--- src/pkg/pbe_regs.svh ---
// Register offsets, field positions, reset values and timing counts of the bridge error block.
`ifndef PBE_REGS_SVH
`define PBE_REGS_SVH

`define PBE_OFF_TGT_CTRL        8'h62
`define PBE_OFF_TGT_STAT        8'h64
`define PBE_OFF_MST_CTRL        8'h66

`define PBE_TGT_EN_LSB          0
`define PBE_TGT_SEL_LSB         8
`define PBE_TGT_FLAG_LSB        0
`define PBE_TGT_ID_LSB          8
`define PBE_MST_EN_LSB          0
`define PBE_MST_SEL_LSB         8

`define PBE_TGT_FIELD_W         3
`define PBE_MST_FIELD_W         6
`define PBE_ID_W                4

`define PBE_RST_TGT_EN          3'h0
`define PBE_RST_TGT_SEL         3'h0
`define PBE_RST_TGT_FLAG        3'h0
`define PBE_RST_MST_EN          6'h00
`define PBE_RST_MST_SEL         6'h00
`define PBE_ID_NONE             4'hf

`define PBE_DLY_TIMEOUT_CLKS    32768

`endif

--- src/pkg/pbe_pkg.sv ---
// Types shared by the bridge error block and its delayed-transaction timer.
package pbe_pkg;

   typedef struct packed {
      logic [7:0]  addr;
      logic [15:0] wdata;
      logic        wr;
      logic        rd;
   } pbe_req_s;

   typedef struct packed {
      logic [2:0] tgt_en;
      logic [2:0] tgt_sel;
      logic [5:0] mst_en;
      logic [5:0] mst_sel;
   } pbe_ctrl_s;

   typedef struct packed {
      logic [2:0] flag;
      logic [3:0] master_id;
   } pbe_tgt_stat_s;

   typedef struct packed {
      logic dt_retry_issued;
      logic dt_retried;
      logic tgt_idle;
   } pbe_dt_in_s;

   typedef enum logic [1:0] {
      PBE_DT_IDLE    = 2'b00,
      PBE_DT_WAIT    = 2'b01,
      PBE_DT_EXPIRED = 2'b11
   } pbe_dt_e;

endpackage

--- src/verilog/pbe_dly_timer.sv ---
// Delayed-transaction retry watchdog that reports a time-out once the target side is idle.
`include "pbe_regs.svh"

module pbe_dly_timer
   import pbe_pkg::*;
#(
   parameter int TIMEOUT_CLKS = `PBE_DLY_TIMEOUT_CLKS
) (
   input  wire logic       clk_sys,
   input  wire logic       sys_rst,
   input  wire pbe_dt_in_s dt_in,
   output logic            timeout_pulse
);

   localparam int CW = $clog2(TIMEOUT_CLKS + 1);
   localparam logic [CW-1:0] LAST = CW'(TIMEOUT_CLKS - 1);

   typedef struct packed {
      pbe_dt_e       state;
      logic [CW-1:0] count;
      logic          fire;
   } pbe_dt_state_s;

   pbe_dt_state_s s_reg;
   pbe_dt_state_s s_next;

   ////////////////////////////////////////////////////////////////////////////
   always_comb begin
      s_next      = s_reg;
      s_next.fire = 1'b0;
      unique case (s_reg.state)
         PBE_DT_IDLE: begin
            if (dt_in.dt_retry_issued) begin
               s_next.state = PBE_DT_WAIT;
               s_next.count = '0;
            end
         end
         PBE_DT_WAIT: begin
            if (dt_in.dt_retried) begin
               s_next.state = PBE_DT_IDLE;
            end else if (dt_in.dt_retry_issued) begin
               s_next.count = '0;
            end else if (s_reg.count == LAST) begin
               s_next.state = PBE_DT_EXPIRED;
            end else begin
               s_next.count = s_reg.count + CW'(1);
            end
         end
         PBE_DT_EXPIRED: begin
            // A late retry rescues the request, so no error is flagged for it.
            if (dt_in.dt_retried) begin
               s_next.state = PBE_DT_IDLE;
            end else if (dt_in.tgt_idle) begin
               s_next.state = PBE_DT_IDLE;
               s_next.fire  = 1'b1;
            end
         end
         default: begin
            s_next.state = PBE_DT_IDLE;
         end
      endcase
   end

   always_ff @(posedge clk_sys) begin
      if (sys_rst) begin
         s_reg <= '{state: PBE_DT_IDLE, count: '0, fire: 1'b0};
      end else begin
         s_reg <= s_next;
      end
   end

   assign timeout_pulse = s_reg.fire;

endmodule

--- src/verilog/pbe_top.sv ---
// Error event latching and interrupt routing of the PCI host bridge.
//
// Functional notes
// - Data parity enable bit 0 gates interrupt.
// - Only system reset clears these registers.
// - Status sets regardless of enable bit.
// - NMI reaches CPU only with both gates.
// - Maskable output shares arbiter time-out input.
// - Record active master in bits 11:8.
// - Identifier all ones when status cleared.
// - Keep first master while several pending.
// - Retry not seen in 2^15 clocks, idle: flag.
// - Discard delayed request when time-out flags.
// - Writing one clears a target status bit.
// - Address parity error always sets bit 1.
// - Data parity error always sets bit 0.
// - Bit 13 routes retry time-out to NMI.
// - Bit 12 routes target abort to NMI.
// - Bit 11 routes master abort to NMI.
// - Bit 10 routes system error to NMI.
// - Target selects 10..8 route to NMI.
// - Target enables 2,1 gate their interrupts.
// - Master selects 9,8 route parity errors.
// - Master enables 5..0 gate their interrupts.
`include "pbe_regs.svh"

module pbe_top
   import pbe_pkg::*;
#(
   parameter int DLY_TIMEOUT_CLKS = `PBE_DLY_TIMEOUT_CLKS
) (
   input  wire logic        clk_sys,
   input  wire logic        sys_rst,
   input  wire pbe_req_s    reg_req,
   output logic [15:0]      reg_rdata,
   input  wire pbe_dt_in_s  dt_in,
   input  wire logic        tgt_addr_parity_err,
   input  wire logic        tgt_data_parity_err,
   input  wire logic [3:0]  active_master_id,
   input  wire logic [5:0]  mst_event_pending,
   input  wire logic        arbiter_grant_timeout_irq,
   input  wire logic        bridge_nmi_gate,
   input  wire logic        global_nmi_gate,
   output logic             dt_discard,
   output logic             bridge_irq,
   output logic             bridge_nmi,
   output logic             cpu_nmi
);

   localparam int NEV = `PBE_TGT_FIELD_W + `PBE_MST_FIELD_W;

   ////////////////////////////////////////////////////////////////////////////
   // Register state.

   typedef struct packed {
      pbe_ctrl_s     ctrl;
      pbe_tgt_stat_s tstat;
      logic [15:0]   rdata;
      logic          discard;
      logic          irq;
      logic          nmi;
      logic          nmi_cpu;
   } pbe_top_state_s;

   pbe_top_state_s s_reg;
   pbe_top_state_s s_next;

   logic           dly_timeout;
   logic [2:0]     tgt_evt;
   logic [NEV-1:0] ev_pend;
   logic [NEV-1:0] ev_en;
   logic [NEV-1:0] ev_sel;
   logic [NEV-1:0] ev_irq;
   logic [NEV-1:0] ev_nmi;

   ////////////////////////////////////////////////////////////////////////////
   // Address decode, used by both the write and the read path.

   function automatic logic hit(input logic [7:0] addr, input logic [7:0] off);
      hit = (addr == off);
   endfunction

   ////////////////////////////////////////////////////////////////////////////
   // Delayed-transaction retry watchdog.

   pbe_dly_timer #(
      .TIMEOUT_CLKS (DLY_TIMEOUT_CLKS)
   ) u_dly_timer (
      .clk_sys       (clk_sys),
      .sys_rst       (sys_rst),
      .dt_in         (dt_in),
      .timeout_pulse (dly_timeout)
   );

   ////////////////////////////////////////////////////////////////////////////
   // Event vector: target events in bits 2:0, master events in bits 8:3.

   // The parity response setting is deliberately not an input here.
   assign tgt_evt = {dly_timeout, tgt_addr_parity_err, tgt_data_parity_err};

   assign ev_pend = {mst_event_pending, s_reg.tstat.flag};
   assign ev_en   = {s_reg.ctrl.mst_en, s_reg.ctrl.tgt_en};
   assign ev_sel  = {s_reg.ctrl.mst_sel, s_reg.ctrl.tgt_sel};

   generate
      for (genvar i = 0; i < NEV; i++) begin : g_route
         assign ev_irq[i] = ev_pend[i] & ev_en[i] & ~ev_sel[i];
         assign ev_nmi[i] = ev_pend[i] & ev_en[i] & ev_sel[i];
      end
   endgenerate

   ////////////////////////////////////////////////////////////////////////////
   // Next-state logic.

   always_comb begin
      logic       wr_tctl;
      logic       wr_tsta;
      logic       wr_mctl;
      logic [2:0] clr;
      logic [2:0] kept;
      wr_tctl = reg_req.wr & hit(reg_req.addr, `PBE_OFF_TGT_CTRL);
      wr_tsta = reg_req.wr & hit(reg_req.addr, `PBE_OFF_TGT_STAT);
      wr_mctl = reg_req.wr & hit(reg_req.addr, `PBE_OFF_MST_CTRL);
      clr     = 3'h0;
      kept    = 3'h0;
      s_next  = s_reg;

      // Control writes keep only the defined fields.
      if (wr_tctl) begin
         s_next.ctrl.tgt_en  = reg_req.wdata[`PBE_TGT_EN_LSB +: `PBE_TGT_FIELD_W];
         s_next.ctrl.tgt_sel = reg_req.wdata[`PBE_TGT_SEL_LSB +: `PBE_TGT_FIELD_W];
      end
      if (wr_mctl) begin
         s_next.ctrl.mst_en  = reg_req.wdata[`PBE_MST_EN_LSB +: `PBE_MST_FIELD_W];
         s_next.ctrl.mst_sel = reg_req.wdata[`PBE_MST_SEL_LSB +: `PBE_MST_FIELD_W];
      end

      // Writing a zero leaves a flag alone; a new event beats a clear.
      if (wr_tsta) begin
         clr = reg_req.wdata[`PBE_TGT_FLAG_LSB +: `PBE_TGT_FIELD_W];
      end
      kept = s_reg.tstat.flag & ~clr;
      s_next.tstat.flag = kept | tgt_evt;

      // Only an event that finds no flag left standing may load the master.
      if ((|tgt_evt) && (kept == 3'h0)) begin
         s_next.tstat.master_id = active_master_id;
      end else if (|clr) begin
         s_next.tstat.master_id = `PBE_ID_NONE;
      end else begin
         s_next.tstat.master_id = s_reg.tstat.master_id;
      end

      s_next.discard = dly_timeout;

      s_next.irq     = (|ev_irq) | arbiter_grant_timeout_irq;
      s_next.nmi     = |ev_nmi;
      s_next.nmi_cpu = (|ev_nmi) & bridge_nmi_gate & global_nmi_gate;

      // Registered read answer; unmapped offsets read as zero.
      if (reg_req.rd) begin
         s_next.rdata = 16'h0000;
         if (hit(reg_req.addr, `PBE_OFF_TGT_CTRL)) begin
            s_next.rdata[`PBE_TGT_EN_LSB +: `PBE_TGT_FIELD_W]  = s_reg.ctrl.tgt_en;
            s_next.rdata[`PBE_TGT_SEL_LSB +: `PBE_TGT_FIELD_W] = s_reg.ctrl.tgt_sel;
         end
         if (hit(reg_req.addr, `PBE_OFF_TGT_STAT)) begin
            s_next.rdata[`PBE_TGT_FLAG_LSB +: `PBE_TGT_FIELD_W] = s_reg.tstat.flag;
            s_next.rdata[`PBE_TGT_ID_LSB +: `PBE_ID_W]          = s_reg.tstat.master_id;
         end
         if (hit(reg_req.addr, `PBE_OFF_MST_CTRL)) begin
            s_next.rdata[`PBE_MST_EN_LSB +: `PBE_MST_FIELD_W]  = s_reg.ctrl.mst_en;
            s_next.rdata[`PBE_MST_SEL_LSB +: `PBE_MST_FIELD_W] = s_reg.ctrl.mst_sel;
         end
      end
   end

   ////////////////////////////////////////////////////////////////////////////
   // State register. Bus reset is not an input, so it cannot disturb the settings.

   always_ff @(posedge clk_sys) begin
      if (sys_rst) begin
         s_reg.ctrl.tgt_en      <= `PBE_RST_TGT_EN;
         s_reg.ctrl.tgt_sel     <= `PBE_RST_TGT_SEL;
         s_reg.ctrl.mst_en      <= `PBE_RST_MST_EN;
         s_reg.ctrl.mst_sel     <= `PBE_RST_MST_SEL;
         s_reg.tstat.flag       <= `PBE_RST_TGT_FLAG;
         s_reg.tstat.master_id  <= `PBE_ID_NONE;
         s_reg.rdata            <= 16'h0000;
         s_reg.discard          <= 1'b0;
         s_reg.irq              <= 1'b0;
         s_reg.nmi              <= 1'b0;
         s_reg.nmi_cpu          <= 1'b0;
      end else begin
         s_reg <= s_next;
      end
   end

   assign reg_rdata  = s_reg.rdata;
   assign dt_discard = s_reg.discard;
   assign bridge_irq = s_reg.irq;
   assign bridge_nmi = s_reg.nmi;
   assign cpu_nmi    = s_reg.nmi_cpu;

endmodule
--- config.mk ---
export PLATFORM = sky130hd
export DESIGN_NAME = pbe_top
export DESIGN_NICKNAME = d
export VERILOG_FILES = /design/src/pkg/pbe_pkg.sv /design/src/verilog/pbe_dly_timer.sv /design/src/verilog/pbe_top.sv
export VERILOG_INCLUDE_DIRS = /design/src /design/src/pkg
export SDC_FILE = /design/constraint.sdc
export NUM_CORES = 1
export LEC_CHECK = 0
export CORE_ASPECT_RATIO = 2
export CORE_MARGIN = 1
export CORE_UTILIZATION = 25
export CTS_CLUSTER_DIAMETER = 80
export DETAILED_ROUTE_END_ITERATION = 7
export DONT_BUFFER_PORTS = 1
export HOLD_SLACK_MARGIN = 0.08
export PLACE_DENSITY = 0.49
export SYNTH_ARGS = -nofsm -noshare
export SYNTH_HDL_FRONTEND = slang
export SYNTH_SLANG_ARGS = --single-unit
--- constraint.sdc ---
create_clock -name clk_sys -period 2.05 [get_ports clk_sys]
set_clock_uncertainty 0.05 [all_clocks]
set_input_delay 0.41 -clock clk_sys [delete_from_list [all_inputs] [get_ports clk_sys]]
set_output_delay 0.41 -clock clk_sys [all_outputs]
set_load 0.02 [all_outputs]
==> flow_summary.json <==
{
  "synth_ff_type": "dfxtp_1",
  "power.density_nw_per_um2": 826.0,
  "r2r_cells": 4,
  "peakVddDrop_mv": 0.5421,
  "hold_viol_final": 0,
  "path_class": "reg -> reg",
  "largest_reg_flops": 18,
  "portBuffers": 0,
  "crit_fanout": 5,
  "hold_slack_ns": 0.1068,
  "avgViaCountPerCell": 4.994,
  "worstPathRequired_ns": 2.25,
  "grt_pass1_wl_mm": 13.35,
  "cp-start-kind": "flop",
  "final_max_slew_viol_count": 0,
  "clockRootBuffer": "clkbuf_16",
  "path_clk_slew_ns": 0.05,
  "place_hpwl_mm": 6.483,
  "clk_path_buf_depth": 2,
  "rows": 57,
  "max_slew.worst_pin.slew_ns": 0.6420,
  "holdPathEnd": "u_dly_timer.s_reg[17]",
  "htree_levels": 3,
  "post_cts_resized": 0,
  "max_freq_ghz": 0.5291,
  "grt_setup_unrepaired": "false",
  "setup_tns_ns": 0,
  "fin_nets": 394,
  "globalplace.congestion": 0.7732,
  "instances_no_fill": 499,
  "cts_tree": "built",
  "grt-ovfl-total": 0,
  "drv_cap": 0,
  "firstDrtPassIters": 4,
  "drt-wirelength-per-cell_um": 16.97,
  "drtAntennaViolNets": 0,
  "cts_setup_buffers": 0,
  "synth_edf_count": 0,
  "die_h_um": 160.4,
  "hold_path_depth": 1,
  "dpl.cell_count": 483,
  "synth.ff_latch_count": 60,
  "avgSynthCellArea_um2": 8.911,
  "outcome": "finished, final reports clean",
  "synthArstFlopShare_pct": 0,
  "synth.area.top_cells": "dfxtp_1, mux2i_1, buf_4",
  "syn_to_final_growth_pct": 13.32,
  "syn_area_um2": 3137,
  "vias": 2492,
  "core-area_um2": 12200,
  "cp_data_arrival_time_ns": 2.09,
  "period_share_pct": 92.19,
  "period_needed_ns": 1.890,
  "route.detailed.drc": 0,
  "n_antenna_cell": 0,
  "hold_path.startpoint": "sys_rst",
  "synth_top_area_share_pct": 38.29,
  "r2r_slack_ns": 0.16,
  "finalSetupViolCount": 0,
  "grt_max_degree": 56,
  "die_area_um2": 13030,
  "antenna_found_initial": 0,
  "fp.dieW_um": 81.21,
  "endpoint_kind": "flop",
  "synthCells": 352,
  "ys_warn_count": 0,
  "track_usage_pct": 13.84,
  "dpl-instance-area_um2": 3237,
  "min_path_type": "in -> reg",
  "synth_most_common_cell": "dfxtp_1",
  "leakagePower_nw": 1.364,
  "cts_buffers": 9,
  "final_area_um2": 3555,
  "io-pin-count": 66,
  "maxSlewHeadroom_pct": 56.09,
  "insertion_delay_ns": 0.32,
  "first_iter_violations": 95,
  "r2r_start": "u_dly_timer.s_reg[9]",
  "ys_types": 54,
  "yosys-top-cells-count": "dfxtp_1, mux2i_1, nor2_1",
  "grt_pass1_vias": 2583,
  "start_util_pct": 25.72,
  "synth-seq-area-share_pct": 38.29,
  "r2r_end": "u_dly_timer.s_reg[14]",
  "wl_mm": 8.469,
  "cts_hold_buf": 0,
  "cts.sinks": 60,
  "yosys.area.top_type": "dfxtp_1",
  "drive_gt1_share_pct": 13.64
}
[how the worst max path moves through the flow]
stage,startpoint,endpoint,slack [ns],depth (start not counted)
after floorplan,u_dly_timer.s_reg[1],u_dly_timer.s_reg[13],0.30,6
after global placement,u_dly_timer.s_reg[5],u_dly_timer.s_reg[14],0.15,4
after detailed placement,u_dly_timer.s_reg[5],u_dly_timer.s_reg[14],0.16,4
after CTS,u_dly_timer.s_reg[5],u_dly_timer.s_reg[14],0.14,4
after global routing,u_dly_timer.s_reg[5],u_dly_timer.s_reg[14],0.06,4
final,u_dly_timer.s_reg[9],u_dly_timer.s_reg[14],0.16,4
[logic make-up (layout without fill, tap and decap cells)]
family	Yosys count	after routing	share of synthesized area [%]
adders and majority gates	1	1	0.3988
and+or+nand+nor	145	145	25.57
other	1	4	0.1196
AOI/OAI and AO/OA	63	63	14.16
buffers and inverters	40	37	7.738
muxes	42	42	13.72
DFF	60	60	38.29
[layout by cell type (no fill, tap or decap), types with 8 or more instances in the layout]
| cell type | instances |
|---|---|
| a211oi_1 | 10 |
| a21oi_1 | 21 |
| buf_4 | 14 |
| clkbuf_16 | 9 |
| dfxtp_1 | 60 |
| mux2i_1 | 34 |
| nand2_1 | 29 |
| nand2b_1 | 17 |
| nand3_1 | 19 |
| nand4_1 | 9 |
| nor2_1 | 30 |
| nor2b_1 | 8 |
[critical path: stages (launching register included)]
cell,delay [ns]
dfxtp_1,0.38
nand4_1,0.23
or4_1,0.61
a211oi_1,0.33
mux2i_1,0.22
[power by group]
part	total (W)	switching (W)	leakage (nW)	internal, W
sequential	0.00119	0.0000124	0.485	0.00118
clock	0.00162	0.000525	0.159	0.00109
combinational	0.000128	0.0000687	0.720	0.0000596
[layout make-up]
cell class,count,area (µm²)
Clock inverter,5,75.07
Clock buffer,11,242.7
Multi-Input combinational cell,255,1704
Fill cell,1289,8641
Timing Repair Buffer,15,125.1
Tap cell,147,183.9
Sequential cell,60,1201
Inverter,6,22.52
[through the flow]
stage / worst slack, ns / power (W) / utilization (%)
after floorplan: 0.2981 / 0.001345 / -
after global placement: 0.1543 / 0.001345 / 26.54
after detailed placement: 0.1563 / 0.001347 / 26.54
after CTS: 0.1418 / 0.002981 / 29.15
after global routing: 0.06027 / 0.003055 / 29.15
final: 0.1601 / 0.002936 / 29.15
[per-layer routing]
metal,GRT usage (%),vias to the layer above,share of wire [%]
met2,26.85,57,58
met3,4.034,13,5.5
met4,5.844,0,2.3
met1,12.58,1177,34
li1,-,1245,-
met5,0,-,0
Note: power is estimated with default switching activity, not from simulation.
